`config.mk`:
```
export PLATFORM = sky130hd
export DESIGN_NAME = ctp_timer_pair
export DESIGN_NICKNAME = d
export VERILOG_FILES = /design/src/hw/ctp_timer_pair.v
export VERILOG_INCLUDE_DIRS = /design/src /design/src/inc
export SDC_FILE = /design/constraint.sdc
export NUM_CORES = 1
export LEC_CHECK = 0
export BUFFER_PORTS_ARGS = -buffer_cell sky130_fd_sc_hd__buf_2
export CAP_MARGIN = 10
export CORE_MARGIN = 3
export CORE_UTILIZATION = 56
export DETAILED_ROUTE_END_ITERATION = 8
export PLACE_DENSITY = 0.85
export RECOVER_POWER = 50
export SLEW_MARGIN = 5
export SYNTH_ARGS = -nofsm -noshare
export SYNTH_HDL_FRONTEND = slang
export SYNTH_SLANG_ARGS = --single-unit
```
`constraint.sdc`:
```
create_clock -name ref_clk -period 2.8 [get_ports ref_clk]
set_clock_uncertainty 0.05 [all_clocks]
set_input_delay 0.7 -clock ref_clk [delete_from_list [all_inputs] [get_ports ref_clk]]
set_output_delay 0.7 -clock ref_clk [all_outputs]
set_load 0.01 [all_outputs]
```
`src/inc/ctp_defs.vh`:
```
// constants for the cascadable timer pair
`ifndef CTP_DEFS_VH
`define CTP_DEFS_VH
// clock select codes
`define CTP_CK_SLOW 3'h0
`define CTP_CK_DIV7 3'h1
`define CTP_CK_DIV5 3'h2
`define CTP_CK_DIV3 3'h3
`define CTP_CK_LOW 3'h4
`define CTP_CK_DIV1 3'h5
`define CTP_CK_HIGH 3'h6
`define CTP_CK_PIN 3'h7
// prescaler tap positions (high clock divided by 2^(n+1))
`define CTP_TAP_DIV11 10
`define CTP_TAP_DIV7 6
`define CTP_TAP_DIV5 4
`define CTP_TAP_DIV3 2
`define CTP_TAP_DIV1 0
// low clock divided by 8
`define CTP_TAP_LOW3 2
// mode codes
`define CTP_MODE_TIMER 3'h0
`define CTP_MODE_LOWER16 3'h3
`define CTP_MODE16_BIT 2
// reset values
`define CTP_CNT_RST 8'h00
`define CTP_PRE_RST 11'h000
`endif

```
`src/hw/ctp_timer_pair.v`:
```
// two cascadable 8-bit interval timers with a 16-bit cascade
// ==========================================================
`timescale 1ns/1ps
`default_nettype none
`include "ctp_defs.vh"
module ctp_timer_pair (
    input wire ref_clk,
    input wire rst,
    input wire clk_en,
    input wire divider_chain_select,
    input wire low_freq_clock,
    input wire lower_count_pin,
    input wire upper_count_pin,
    input wire [2:0] lower_mode_field,
    input wire [2:0] lower_clock_select,
    input wire lower_run_bit,
    input wire [7:0] lower_period_compare,
    input wire [2:0] upper_mode_field,
    input wire [2:0] upper_clock_select,
    input wire upper_run_bit,
    input wire upper_flipflop_init,
    input wire [7:0] upper_period_compare,
    output reg [7:0] lower_count_q,
    output reg [7:0] upper_count_q,
    output reg lower_match_irq,
    output reg upper_match_irq,
    output reg upper_flipflop_q
);
// ==========================================================
// synchronisers for pin-side inputs
reg [2:0] sync1_q;
reg [2:0] sync2_q;
reg [2:0] sync3_q;
always @(posedge ref_clk) begin
    if (rst) begin
        sync1_q <= 3'h0;
        sync2_q <= 3'h0;
        sync3_q <= 3'h0;
    end else if (clk_en) begin
        sync1_q <= {low_freq_clock, lower_count_pin, upper_count_pin};
        sync2_q <= sync1_q;
        sync3_q <= sync2_q;
    end
end
// low clock rising edge, pins count on falling edges
wire low_tick = sync2_q[2] & ~sync3_q[2];
wire lower_pin_tick = ~sync2_q[1] & sync3_q[1];
wire upper_pin_tick = ~sync2_q[0] & sync3_q[0];
// ==========================================================
// prescaler chains
reg [10:0] pre_q;
reg [2:0] low_pre_q;
reg [10:0] pre_prev_q;
reg [2:0] low_prev_q;
always @(posedge ref_clk) begin
    if (rst) begin
        pre_q <= `CTP_PRE_RST;
        pre_prev_q <= `CTP_PRE_RST;
        low_pre_q <= 3'h0;
        low_prev_q <= 3'h0;
    end else if (clk_en) begin
        pre_q <= pre_q + 11'h001;
        pre_prev_q <= pre_q;
        if (low_tick) begin
            low_pre_q <= low_pre_q + 3'h1;
        end
        low_prev_q <= low_pre_q;
    end
end
// one-cycle tick on the falling edge of each prescaler bit
wire [10:0] pre_fall = pre_prev_q & ~pre_q;
wire low8_tick = low_prev_q[`CTP_TAP_LOW3] & ~low_pre_q[`CTP_TAP_LOW3];
wire slow_tick = divider_chain_select ? low8_tick : pre_fall[`CTP_TAP_DIV11];

// select decode
// every tick source is an argument, so the function reads no module signal
function sel_tick;
    input [2:0] sel;
    input [10:0] falls;
    input slow;
    input low;
    input pin_tick;
    begin
        case (sel)
            `CTP_CK_SLOW: sel_tick = slow;
            `CTP_CK_DIV7: sel_tick = falls[`CTP_TAP_DIV7];
            `CTP_CK_DIV5: sel_tick = falls[`CTP_TAP_DIV5];
            `CTP_CK_DIV3: sel_tick = falls[`CTP_TAP_DIV3];
            `CTP_CK_LOW: sel_tick = low;
            `CTP_CK_DIV1: sel_tick = falls[`CTP_TAP_DIV1];
            `CTP_CK_HIGH: sel_tick = 1'b1;
            default: sel_tick = pin_tick;
        endcase
    end
endfunction

// ==========================================================
// counters
// only the top bit of the upper mode field steers the datapath; the other
// mode codes all run as interval timers until their own logic is added
wire cascade = upper_mode_field[`CTP_MODE16_BIT];
// cascade run comes from the upper run bit
// while cascaded the lower run bit is ignored, so one write starts both bytes
wire lower_run = cascade ? upper_run_bit : lower_run_bit;
wire lower_tick = sel_tick(lower_clock_select, pre_fall, slow_tick, low_tick,
    lower_pin_tick);
// the upper byte's own select is ignored while cascaded
wire upper_own_tick = sel_tick(upper_clock_select, pre_fall, slow_tick, low_tick,
    upper_pin_tick);
// a selected tick while running advances the count
wire lower_inc = lower_run & lower_tick;
// in cascade the upper byte is clocked only by the lower wrap
wire lower_wrap = cascade & lower_inc & (lower_count_q == 8'hFF);
wire upper_tick = cascade ? lower_wrap : upper_own_tick;
wire upper_inc = upper_run_bit & upper_tick;

// ==========================================================
// compare
// a match is taken on the tick that would bring the count up to the compare
// value, so a compare of n from 1 to 255 gives a period of exactly n ticks and
// 0 gives 256; the count itself never shows a nonzero compare value
// limitation: a compare written below the running count is only met after
// the count wraps past 0xFF
wire [7:0] lower_next = lower_count_q + 8'h01;
wire [7:0] upper_next = upper_count_q + 8'h01;
wire [15:0] word_now = {upper_count_q, lower_count_q};
wire [15:0] word_cmp = {upper_period_compare, lower_period_compare};
wire [15:0] word_next = word_now + 16'h0001;
// compare inputs are used directly, with no shadow copy
wire lower_hit = ~cascade & (lower_next == lower_period_compare);
wire upper_hit = ~cascade & (upper_next == upper_period_compare);
// 16-bit period end compares both bytes as one word
wire word_hit = cascade & (word_next == word_cmp);

// ==========================================================
// next state
reg [7:0] lower_count_d;
reg [7:0] upper_count_d;
reg lower_irq_d;
reg upper_irq_d;
reg flipflop_d;
always @* begin
    // defaults hold the counts and the flip-flop and zero both irqs, so a running cycle without a tick only ends an irq pulse
    lower_count_d = lower_count_q;
    upper_count_d = upper_count_q;
    lower_irq_d = 1'b0;
    upper_irq_d = 1'b0;
    flipflop_d = upper_flipflop_q;
    if (!lower_run) begin
        lower_count_d = `CTP_CNT_RST;
    // match raises irq and clears; the lower irq stays quiet in cascade
    end else if (lower_inc && (lower_hit || word_hit)) begin
        lower_count_d = `CTP_CNT_RST;
        lower_irq_d = lower_hit;
    // counting carries on from zero with no software help
    end else if (lower_inc) begin
        lower_count_d = lower_next;
    end
    // flip-flop loads only while stopped, so a stop write reloads it from upper_flipflop_init
    // limitation: nothing toggles it yet; the outputs that would are later work
    if (!upper_run_bit) begin
        upper_count_d = `CTP_CNT_RST;
        flipflop_d = upper_flipflop_init;
    // word match clears both bytes and raises the upper irq
    // a wrap and a word match on one tick: the match wins
    end else if (lower_inc && word_hit) begin
        upper_count_d = `CTP_CNT_RST;
        upper_irq_d = 1'b1;
    end else if (upper_inc && upper_hit) begin
        upper_count_d = `CTP_CNT_RST;
        upper_irq_d = 1'b1;
    end else if (upper_inc) begin
        upper_count_d = upper_next;
    end
end

// ==========================================================
// registers
// clk_en low freezes every flop, prescalers included, so a paused timer
// resumes exactly where it stopped
// irq outputs are one-cycle pulses, rebuilt from zero each enabled edge
always @(posedge ref_clk) begin
    if (rst) begin
        lower_count_q <= `CTP_CNT_RST;
        upper_count_q <= `CTP_CNT_RST;
        lower_match_irq <= 1'b0;
        upper_match_irq <= 1'b0;
        upper_flipflop_q <= 1'b0;
    end else if (clk_en) begin
        lower_count_q <= lower_count_d;
        upper_count_q <= upper_count_d;
        lower_match_irq <= lower_irq_d;
        upper_match_irq <= upper_irq_d;
        upper_flipflop_q <= flipflop_d;
    end
end
endmodule // ctp_timer_pair
`default_nettype wire

```
# --- Yosys cells after proc, flatten, opt, wreduce, memory -nomap -nowiden ---
# Index checks and enable logic that the tools add are counted.
classes:
  addsub: 5
  n_eq_ne: 18
  mux: 17
  n_bitwise: 19
  n_reduce_logical: 10
ops:
  columns: ["operator", "n"]
  rows:
  - ["$mux 8", 7]
  - ["$eq 3x3->1 const B", 6]
  - ["$add 16x1->16 const B", 1]
  - ["$add 8x1->8 const B", 2]
  - ["$eq 16x16->1", 1]
  - ["$eq 8x8->1", 2]
  - ["$pmux 1 s7", 2]
  - ["$eq 3x2->1 const B", 4]
  - ["$add 11x1->11 const B", 1]
  - ["$and 1x1->1", 11]
  - ["$and 11x11->11", 1]
  - ["$not 11->11", 1]
  - ["$eq 8x8->1 const B", 1]
  - ["$mux 1", 8]
  - ["$reduce_and 2->1", 4]
  - ["$eq 3x1->1 const B", 2]
  - ["$logic_not 3->1", 2]
  - ["$not 1->1", 6]
  - ["$ne 4x1->1 const B", 1]
  - ["$add 3x1->3 const B", 1]
  - ["$logic_and 1x1->1", 3]
  - ["$ne 3x1->1 const B", 1]
  - ["$logic_or 1x1->1", 1]
totals:
  reg_bits: 56
  in_bits: 38
  output_inout_bits: 19
  elab_cells: 81

# --- Logic depth before layout (Yosys ltp) ---
# Gate-level depths: netlist (run 1).
logic_depth:
  depth_word: 13
  mapped_depth: 10

# --- Least setup slack after synthesis (run 1) ---
# OpenSTA, ideal clock, no wires.
synth_timing:
  kind: "in2reg"
  start: "input lower_clock_select[2]"
  end: "register upper_count_q[7]"
  setup_time_ns: 0.083
  arrival_time_ns: 2.495
  required_time_ns: 2.667
  setup_slack_ns: 0.172
  stages: 7
  n_path_buf: 0
  path_cell_list: "or3b_1 a21oi_1 a311oi_1 or4_4 a211oi_4 nand2_1 o221ai_1"
synth_via:
  elab_chain_cells: 11
  elab_cells_between_ends: 20
synth_rtl:
  columns: ["item", "line", "rtl"]
  rows:
  - ["from (decl)", "ctp_timer_pair.v:15", "input wire [2:0] lower_clock_select,"]
  - ["$eq 3x3->1 (tied with other cells)", "ctp_timer_pair.v:84", "case (sel)"]
  - ["$pmux 1 s7 *", "ctp_timer_pair.v:84", null]
  - ["$and 1x1->1 *", "ctp_timer_pair.v:111", "wire lower_inc = lower_run & lower_tick;"]
  - ["$and 1x1->1 (2 in a row)", "ctp_timer_pair.v:113", "wire lower_wrap = cascade & lower_inc & (lower_count_q == 8'hFF);"]
  - ["$mux 1", "ctp_timer_pair.v:114", "wire upper_tick = cascade ? lower_wrap : upper_own_tick;"]
  - ["$and 1x1->1", "ctp_timer_pair.v:115", "wire upper_inc = upper_run_bit & upper_tick;"]
  - ["$logic_and 1x1->1", "ctp_timer_pair.v:169", "end else if (upper_inc && upper_hit) begin"]
  - ["$mux 8", "ctp_timer_pair.v:169", null]
  - ["$mux 8", "ctp_timer_pair.v:166", "end else if (lower_inc && word_hit) begin"]
  - ["$mux 8", "ctp_timer_pair.v:161", "if (!upper_run_bit) begin"]
  - ["to (signal assigned)", "ctp_timer_pair.v:185", "upper_count_q <= `CTP_CNT_RST;"]
  - ["to (signal assigned)", "ctp_timer_pair.v:191", "upper_count_q <= upper_count_d;"]
  - ["to (decl)", "ctp_timer_pair.v:24", "output reg [7:0] upper_count_q,"]
# Every way passes the cells marked *; elsewhere a longest branch is shown, timed or not.
# A chain may end at the register's enable or synchronous reset.

# --- Worst setup path after layout (run 1) ---
layout_timing:
  start: "register lower_count_q[4]"
  end: "register upper_count_q[7]"
layout_via:
  elab_chain_cells: 8
  elab_cells_between_ends: 14
layout_rtl:
  columns: ["item", "line", "rtl"]
  rows:
  - ["from (decl)", "ctp_timer_pair.v:23", "output reg [7:0] lower_count_q,"]
  - ["from (signal assigned)", "ctp_timer_pair.v:184", "lower_count_q <= `CTP_CNT_RST;"]
  - ["from (signal assigned)", "ctp_timer_pair.v:190", "lower_count_q <= lower_count_d;"]
  - ["branches (longest 8 deep; another with $add 16x1->16)", null, null]
# Parallel ways; which one is timed is not known.

==> results of run 1 <==
[where the power goes]
group | internal, mW | switching (mW)
Sequential | 0.693 | 0.0110
Combinational | 0.0758 | 0.0933
Clock | 0.269 | 0.253
Total | 1.04 | 0.357
[state kept, by name, indices dropped and copies added, names as in the netlist, 3 cells and up]
register and count:
low_pre_q 3, lower_count_q 8, pre_prev_q 5, pre_q 11
sync1_q 3, sync2_q 3, sync3_q 3, upper_count_q 8
[stage by stage]
stage / hold WS [ps] / utilization, % / cell area (um2)
2_1_floorplan: 390 / - / 3030
3_3_place_gp: 397 / 67.2 / 3480
3_5_place_dp: 426 / 67.2 / 3480
4_1_cts: 439 / 69.5 / 3590
5_1_grt: 450 / 69.5 / 3600
6_report: 439 / 69.5 / 3600
[final cells by class]
class / instances / area [um2] / share of cell area [%]
Clock buffer: 5 / 68.8 / 1.91
Tap cell: 70 / 87.6 / 2.44
Inverter: 16 / 60.1 / 1.67
Multi-Input combinational cell: 284 / 1940 / 53.8
Clock inverter: 3 / 47.5 / 1.32
Timing Repair Buffer: 76 / 434 / 12.1
Sequential cell: 48 / 962 / 26.8
[path summary, 6_finish.rpt]
path / from / to / depth (start not counted)
hold reg to reg: low_pre_q[1] / low_pre_q[1] / 2
setup reg to reg: lower_count_q[4] / upper_count_q[7] / 7
hold / removal: low_pre_q[1] / low_pre_q[1] / 2
setup / recovery: lower_count_q[4] / upper_count_q[7] / 7
[kinds of logic after synthesis]
| kind of cell | Yosys count |
|---|---|
| simple gates | 154 |
| compound gates | 72 |
| flops | 48 |
| xor+xnor | 36 |
| buf+inv | 32 |
| mux | 18 |
| fa+ha+maj | 4 |
[what timing repair did]
action                                  in CTS  in global routing
hold buffers                                 0                  0
resized for setup                            0                  2
endpoints found under the setup margin       0                 17
buffers inserted                             0                  1
[synthesized netlist by cell type (all sizes together) (3+ instances only)]
| cell | n | share of area, % |
|---|---|---|
| nor2 | 33 | 4.1 |
| xor2 | 16 | 4.6 |
| nand3b | 4 | 0.99 |
| and3 | 8 | 1.7 |
| nor4 | 3 | 0.62 |
| nand2 | 34 | 4.2 |
| nand2b | 6 | 1.2 |
| a21boi | 3 | 0.74 |
| or3 | 5 | 1.0 |
| o221ai | 6 | 1.7 |
| nor3 | 10 | 1.7 |
| nand4 | 13 | 2.9 |
| nor2b | 6 | 1.2 |
| a311oi | 3 | 0.87 |
| mux2i | 17 | 5.6 |
| clkbuf | 9 | 1.1 |
| o211ai | 9 | 2.2 |
| ha | 4 | 1.7 |
| inv | 16 | 2.0 |
| dfxtp | 48 | 32 |
| a21oi | 11 | 1.9 |
| a211oi | 3 | 1.2 |
| nand3 | 17 | 3.0 |
| o21ai | 21 | 3.6 |
| buf | 7 | 1.3 |
| xnor2 | 19 | 5.5 |
[worst min-delay path, stage by stage (launching register included)]
cell and delay [ps]:
dfxtp_1 320, nand2_1 60, a21oi_1 60
[metal layers]
metal,part of all wire [%],wire length [um]
met1,43,3290
met2,49,3680
met3,5.4,405
met4,2.5,187
met5,0,0
==> results.ini, run 1 <==
[routing]
drtIter0Drc=180
drc=0
first_pass_iters=4
drt-vias-per-instance=5.85
num_vias=2937
wl_mm=7.56
final_antenna_net_count=0
avgRoutedWirePerCell_um=15.1

[worst_setup_path]
required_ps=2930
worstSetupPathType=flop to flop
cpPeakStageDelay_ps=550
end_kind=flop
arrival_ps=2780
cp-start-kind=flop
crit_path_max_fanout=8
worstPathBufferInverterCount=0
cp_top_family=compound AO/OA/AOI/OAI gates
crit_chain=nand3_2, o21a_1, or4b_4, a2111oi_4, nand4_2, a31oi_4, o221ai_1
r2r_slack_ps=150
crit_slowest_cell=or4b_4

[sta]
rsz0062_at_grt=no
setup_viol=0
post-route-min-period_ps=2650
hold_violations=0
setup_slack_ps=149
fin_crit_sh_pct=94.7
fmax_mhz=377
tightestPinTransition_ps=1090
slew_headroom_pct=27.1
slew_viol_final=0
finalSetupTns_ps=0

[floorplanning]
die-area_um2=6330
core_um2=5170
rows=26
initial_core_util_pct=58.5
die_h_um=79.5
num_io_pins=57
die_width_um=79.5

[synthesis]
synth_compound_area_share_pct=18.6
synthSimpleGateAreaFrac_pct=26.8
async_flop_share_pct=0
synth.distinct_cells=59
synth_top_family_by_area=simple AND/OR/NAND/NOR gates
synthXorXnorAreaFrac_pct=10.9
yosys_warnings=0
syn_avg_cell_area_um2=8.32
syn_inst=364
syn_area_um2=3030
synth_edf_count=0
synth_mux_area_share_pct=5.99
ys_seq_area_share_pct=31.7
synthFlopType=dfxtp_1
synth-seq-cells=48
synthAdderAreaFrac_pct=1.65
syn_nets=406

[finish]
layout_common_cells=47 x buf_2, 47 x dfxtp_1, 34 x nand2_1
antenna_cells=0
fill_cells=422
final_cells=502
area_growth_pct=18.8
drive_above_1_share_pct=22.2
nNetsFinal=473

[power]
ir_drop_mv=0.226
total_power_mw=1.40
leakage_nw=1.42
powerDensity_nw_per_um2=388

[global_routing]
antenna_found_initial=0
gr-usage-met1_pct=30.8
grtUsageTotal_pct=24.6
grt-ovfl-total=0
grt-busiest-layer=met2
grt_pass1_wl_mm=12.5
grt_use_met3_pct=4.51
grt_util_met2_pct=41.1
grt_pass1_vias=2763
grt_max_degree=22

[placement]
placed_cells=493
io_buffers=51
place_congestion=0.949
hpwl_mm=5.65
post-place-ws_ps=-78.4

[clock_network]
clk_pin_slew_ps=100
clkLatencyLatePin_ps=310
htreeDepth=2
cts_buffer_depth=2
cts_tree=done
cts.sinks=48
cts_root_buf=clkbuf_8
cts-buffers-inserted=5

[job]
maxCapViolCount=0

[status]
status=complete, no violations

[min_path]
hold_class=flop to flop

Note: power is estimated with default switching activity, not from simulation.
==> inputs of run 2 (changes only) <==
Settings changed: BUFFER_PORTS_ARGS -buffer_cell sky130_fd_sc_hd__buf_2 to -buffer_cell sky130_fd_sc_hd__clkbuf_2.
==> results.ini, run 2 (synthesized netlist as in run 1, its figures left out) <==
[finish]
top_regs=pre_q x11, lower_count_q x8, upper_count_q x8
layout_common_cells=47 x clkbuf_2, 46 x dfxtp_1, 34 x nand2_1
fill_cells=397  ; -5.9%
final_cells=504  ; +0.40%
fin_area_um2=3620  ; +0.70%
nNetsFinal=475  ; +0.42%
largest_reg_flops=11  ; unchanged
final_util_pct=70.0  ; +0.48 points
drive_above_1_share_pct=23.3  ; +1.0 points
area_growth_pct=19.6
layout_commonest_cell=clkbuf_2
largest_register=pre_q
antenna_cells=0  ; unchanged

[global_routing]
grt_pass1_vias=2787  ; +0.87%
grt_max_degree=33  ; +50%
grt_pass1_wl_mm=12.3  ; -1.8%
grt-ovfl-total=0  ; unchanged
grtUsageTotal_pct=24.2  ; -0.39 points
antenna_found_initial=0  ; unchanged

[worst_setup_path]
cpPeakStageDelay_ps=460  ; -90 ps
worstPathBufferInverterCount=0  ; unchanged
end_kind=flop
worstSetupPathType=flop to flop
cp-start-kind=flop
crit_cells=8  ; +1
cp_top_family=compound AO/OA/AOI/OAI gates
r2r_cells=8  ; +1
crit_chain=ha_1, xor2_1, or4b_1, and3_1, a2111oi_4, a21bo_2, nand3_1, o221ai_1
required_ps=2950  ; +20 ps
crit_path_max_fanout=7  ; -1
crit_slowest_cell=or4b_1
arrival_ps=2820  ; +40 ps

[min_path]
min_path_cells=2  ; unchanged
hold_class=flop to flop

[sta]
fmax_mhz=375  ; -0.50%
slew_headroom_pct=13.3  ; -14 points
fin_crit_sh_pct=95.1  ; +0.47 points
post-route-min-period_ps=2660  ; +13.2 ps
hold_violations=0  ; unchanged
setup_viol=0  ; unchanged
setup_slack_ps=136  ; -13.2 ps
slew_viol_final=0  ; unchanged
tightestPinTransition_ps=1300  ; +208 ps
rsz0062_at_grt=no

[clock_network]
cts_root_buf=clkbuf_8
clk_pin_slew_ps=100  ; about the same
cts.sinks=48  ; unchanged
cts_tree=done
cts-buffers-inserted=5  ; unchanged
cts-hold-fix-buffers=0  ; unchanged
clkLatencyLatePin_ps=320  ; about the same
cts_buffer_depth=2  ; unchanged
htreeDepth=2  ; unchanged

[placement]
hpwl_mm=5.58  ; -1.1%
placed_cells=494  ; +0.20%
placed_cell_area_um2=3490  ; +0.22%
io_buffers=51  ; unchanged
post-place-ws_ps=-66.2  ; +12.2 ps
place_congestion=0.956  ; +0.82%

[routing]
drt-vias-per-instance=6.01  ; +2.7%
drc=0  ; unchanged
wl_met1_mm=3.33  ; +1.4%
wl_mm=7.70  ; +1.8%
drtIter0Drc=292  ; +62%
wl_met3_um=425  ; +4.9%
dr.max_layer_used=met4
final_antenna_net_count=0  ; unchanged
num_vias=3027  ; +3.1%
first_pass_iters=5  ; +1
wl_met2_mm=3.71  ; +0.68%
avgRoutedWirePerCell_um=15.3  ; +1.4%

[floorplanning]
core_um2=5170  ; unchanged
die-area_um2=6330  ; unchanged
die_width_um=79.5  ; unchanged
rows=26  ; unchanged
initial_core_util_pct=58.5  ; unchanged
die_h_um=79.5  ; unchanged
num_io_pins=57  ; unchanged

[job]
maxCapViolCount=0  ; unchanged

[power]
total_power_mw=1.41  ; +1.3%
powerDensity_nw_per_um2=390  ; +0.58%
leakage_nw=1.42  ; about the same
p_int_mw=1.04  ; +0.31%
pwr-share-clk_pct=37.9  ; +0.5 points
switching_power_mw=0.372  ; +4.1%
ir_drop_mv=0.202  ; -11%
combPwrFrac_pct=12.3  ; +0.2 points
swShare_pct=26.3  ; +0.71 points
power_frac_seq_pct=49.8  ; -0.7 points

[status]
status=complete, no violations

==> run 2: cell count changes in the layout (fill, tap and decap cells not counted), sizes merged <==
cell / delta
buf: -45
clkbuf: +47
clkinv: -2
clkinvlp: +1
inv: +1
==> run 2: worst register-to-register path, stage by stage, from the launching register on <==
cell and delay, ps:
dfxtp_2 420, ha_1 210, xor2_1 220, or4b_1 460
and3_1 210, a2111oi_4 400, a21bo_2 300, nand3_1 140
o221ai_1 140
==> run 2: layer usage <==
layer	track usage, %	up-vias
li1	-	1457
met1	30.4	1426
met3	3.72	29
met5	0	-
met4	11.2	0
met2	40.6	115
==> run 2: repair_timing <==
action,in CTS,in global routing
gates resized for setup,0,6
setup endpoints to repair,1,17
pin swaps,1,1
buffers inserted,2,0
==> run 2: stage by stage <==
step / hold WS, ps / TNS (ps)
floorplan: 390 / 0
global placement: 398 / -13.4
detailed placement: 429 / -279
CTS: 443 / 0
global route: 468 / 0
finish: 446 / 0
==> run 2: worst paths after layout <==
check	startpoint	slack (ps)	endpoint
max	upper_count_q[0]	140	upper_count_q[2]
min	upper_match_irq	450	upper_match_irq
max reg2reg	upper_count_q[0]	140	upper_count_q[2]
min reg2reg	upper_match_irq	450	upper_match_irq
==> run 2: final cells by class <==
type                            instances  area (um2)  share of cell area, %
Inverter                               16        60.1                   1.66
Clock buffer                            5        68.8                   1.90
Clock inverter                          3        46.3                   1.28
Timing Repair Buffer                   78         449                   12.4
Tap cell                               70        87.6                   2.42
Sequential cell                        48         963                   26.6
Multi-Input combinational cell        284        1950                   53.7
==> run 2: power groups by stage <==
| stage | Combinational, mW | Sequential, mW | Clock, mW |
|---|---|---|---|
| after floorplan | 0.102 | 0.718 | 0 |
| after global placement | 0.163 | 0.719 | 0 |
| after detailed placement | 0.168 | 0.720 | 0 |
| after CTS | 0.171 | 0.704 | 0.531 |
| after global routing | 0.190 | 0.706 | 0.555 |
| final | 0.174 | 0.704 | 0.535 |
==> inputs of run 3 (changes only) <==
Settings changed: CORE_UTILIZATION 56 to 58, CTS_BUF_LIST from default to sky130_fd_sc_hd__clkbuf_2, PLACE_DENSITY 0.85 to 0.88, SKIP_LAST_GASP from default to 1.
==> results.ini, run 3 (synthesized netlist as in run 1, its figures left out) <==
[status]
status=complete, no violations

[sta]
fin_crit_sh_pct=95.1  ; about the same
hold_ws_ps=413  ; -32.3 ps
setup_viol=0  ; unchanged
setup_slack_ps=137  ; +0.699 ps
slew_headroom_pct=27.2  ; +14 points
slew_viol_final=0  ; unchanged
fmax_mhz=375  ; about the same
finalSetupTns_ps=0  ; unchanged
rsz0062_at_grt=no
tightestPinTransition_ps=1090  ; -209 ps
hold_violations=0  ; unchanged
post-route-min-period_ps=2660  ; -0.699 ps

[finish]
fill_cells=393  ; -1.0%
layout_common_cells=52 x clkbuf_2, 48 x dfxtp_1, 34 x nand2_1
nNetsFinal=480  ; +1.1%
drive_above_1_share_pct=23.7  ; +0.42 points
largest_reg_flops=11  ; unchanged
top_regs=pre_q x11, lower_count_q x8, upper_count_q x8
antenna_cells=0  ; unchanged
largest_register=pre_q
layout_commonest_cell=clkbuf_2
fin_area_um2=3620  ; -0.14%
area_growth_pct=19.4

[clock_network]
clk_pin_slew_ps=260  ; +160 ps
cts_root_buf=clkbuf_2
cts_setup_buffers=0  ; -2
cts.sinks=48  ; unchanged
htreeDepth=2  ; unchanged
clkLatencyLatePin_ps=440  ; +120 ps
cts_buffer_depth=2  ; unchanged
cts-hold-fix-buffers=0  ; unchanged
cts_tree=done
ctsResizeCount=0  ; unchanged
cts-buffers-inserted=5  ; unchanged

[floorplanning]
num_io_pins=57  ; unchanged
initial_core_util_pct=62.1  ; +3.5 points
die_width_um=78.3  ; -1.6%
core_um2=4880  ; -5.7%
die_h_um=78.3  ; -1.6%
die-area_um2=6120  ; -3.2%
rows=25  ; -3.8%

[worst_setup_path]
required_ps=3100  ; +150 ps
end_kind=flop
worstPathBufferInverterCount=1  ; +1
arrival_ps=2970  ; +150 ps
crit_path_max_fanout=13  ; +6
crit_chain=inv_1, or4b_1, and3_1, a2111oi_4, a21bo_2, nand3_1, o221ai_1
cp-start-kind=flop
worstSetupPathType=flop to flop
cpPeakStageDelay_ps=630  ; +170 ps
cp_top_family=simple AND/OR/NAND/NOR gates
crit_slowest_cell=dfxtp_1

[global_routing]
grt_pass1_wl_mm=12.8  ; +4.3%
antenna_found_initial=0  ; unchanged
grt_pass1_vias=2866  ; +2.8%
grtUsageTotal_pct=25.4  ; +1.2 points
grt_max_degree=20  ; -39%
grt-ovfl-total=0  ; unchanged

[routing]
drtIter0Drc=136  ; -53%
num_vias=3032  ; +0.17%
final_antenna_net_count=0  ; unchanged
avgRoutedWirePerCell_um=15.0  ; -1.6%
drt-vias-per-instance=5.99  ; -0.23%
drc=0  ; unchanged
first_pass_iters=5  ; unchanged
wl_mm=7.60  ; -1.2%

[power]
powerDensity_nw_per_um2=354  ; -9.4%
leakage_nw=1.43  ; +0.87%
ir_drop_mv=0.326  ; +62%

[min_path]
hold_class=input port to flop

[placement]
placed_cell_area_um2=3530  ; +1.4%
hpwl_mm=5.78  ; +3.6%
io_buffers=51  ; unchanged
post-place-ws_ps=-43.9  ; +22.3 ps
place_congestion=0.913  ; -4.5%

[job]
maxCapViolCount=0  ; unchanged

-- run 3: changes by cell type in the layout (fill, tap and decap cells not counted), sizes merged --
cell  previous run  this run
buf             26        31
-- run 3: final cells by class --
class                      count  area (um2)  area share [%]
inverter                      16        60.1            1.66
tap                           67        83.8            2.32
sequential                    48         961            26.6
multi-input combinational    284        1950            54.0
timing repair buffer          83         487            13.5
clock buffer                   5        25.0           0.692
clock inverter                 3        46.3            1.28
-- run 3: path summary, 6_finish.rpt --
check	from	slack, ps	end	cells after the start
setup reg to reg	upper_count_q[2]	140	upper_count_q[2]	7
hold reg to reg	low_pre_q[1]	430	low_pre_q[1]	2
hold / removal	upper_flipflop_init	410	upper_flipflop_q	3
setup / recovery	upper_count_q[2]	140	upper_count_q[2]	7
-- run 3: per-stage QoR --
stage	util, %	power (mW)	instances
finish	74.1	1.28	506
CTS	73.9	1.28	506
global placement	72.4	0.881	498
detailed placement	72.4	0.888	498
floorplan	-	0.819	364
global route	74.1	1.32	506
-- run 3: metal layers --
metal	global-route usage (%)	routed length [um]	up-vias
met1	31.1	3270	1437
met2	44.6	3750	112
li1	-	-	1464
met5	0	0	-
met3	4.47	430	19
met4	9.09	155	0
-- run 3: worst register-to-register path, stage by stage, from the launching register on --
cell	delay, ps
dfxtp_1	630
inv_1	190
or4b_1	530
and3_1	220
a2111oi_4	410
a21bo_2	290
nand3_1	120
o221ai_1	140
-- run 3: report_power, final --
part	switching, mW	leakage, nW	total, mW	internal, mW
sequential	0.00973	0.388	0.707	0.697
combinational	0.0953	1.00	0.173	0.0777
clock	0.245	0.0396	0.399	0.154
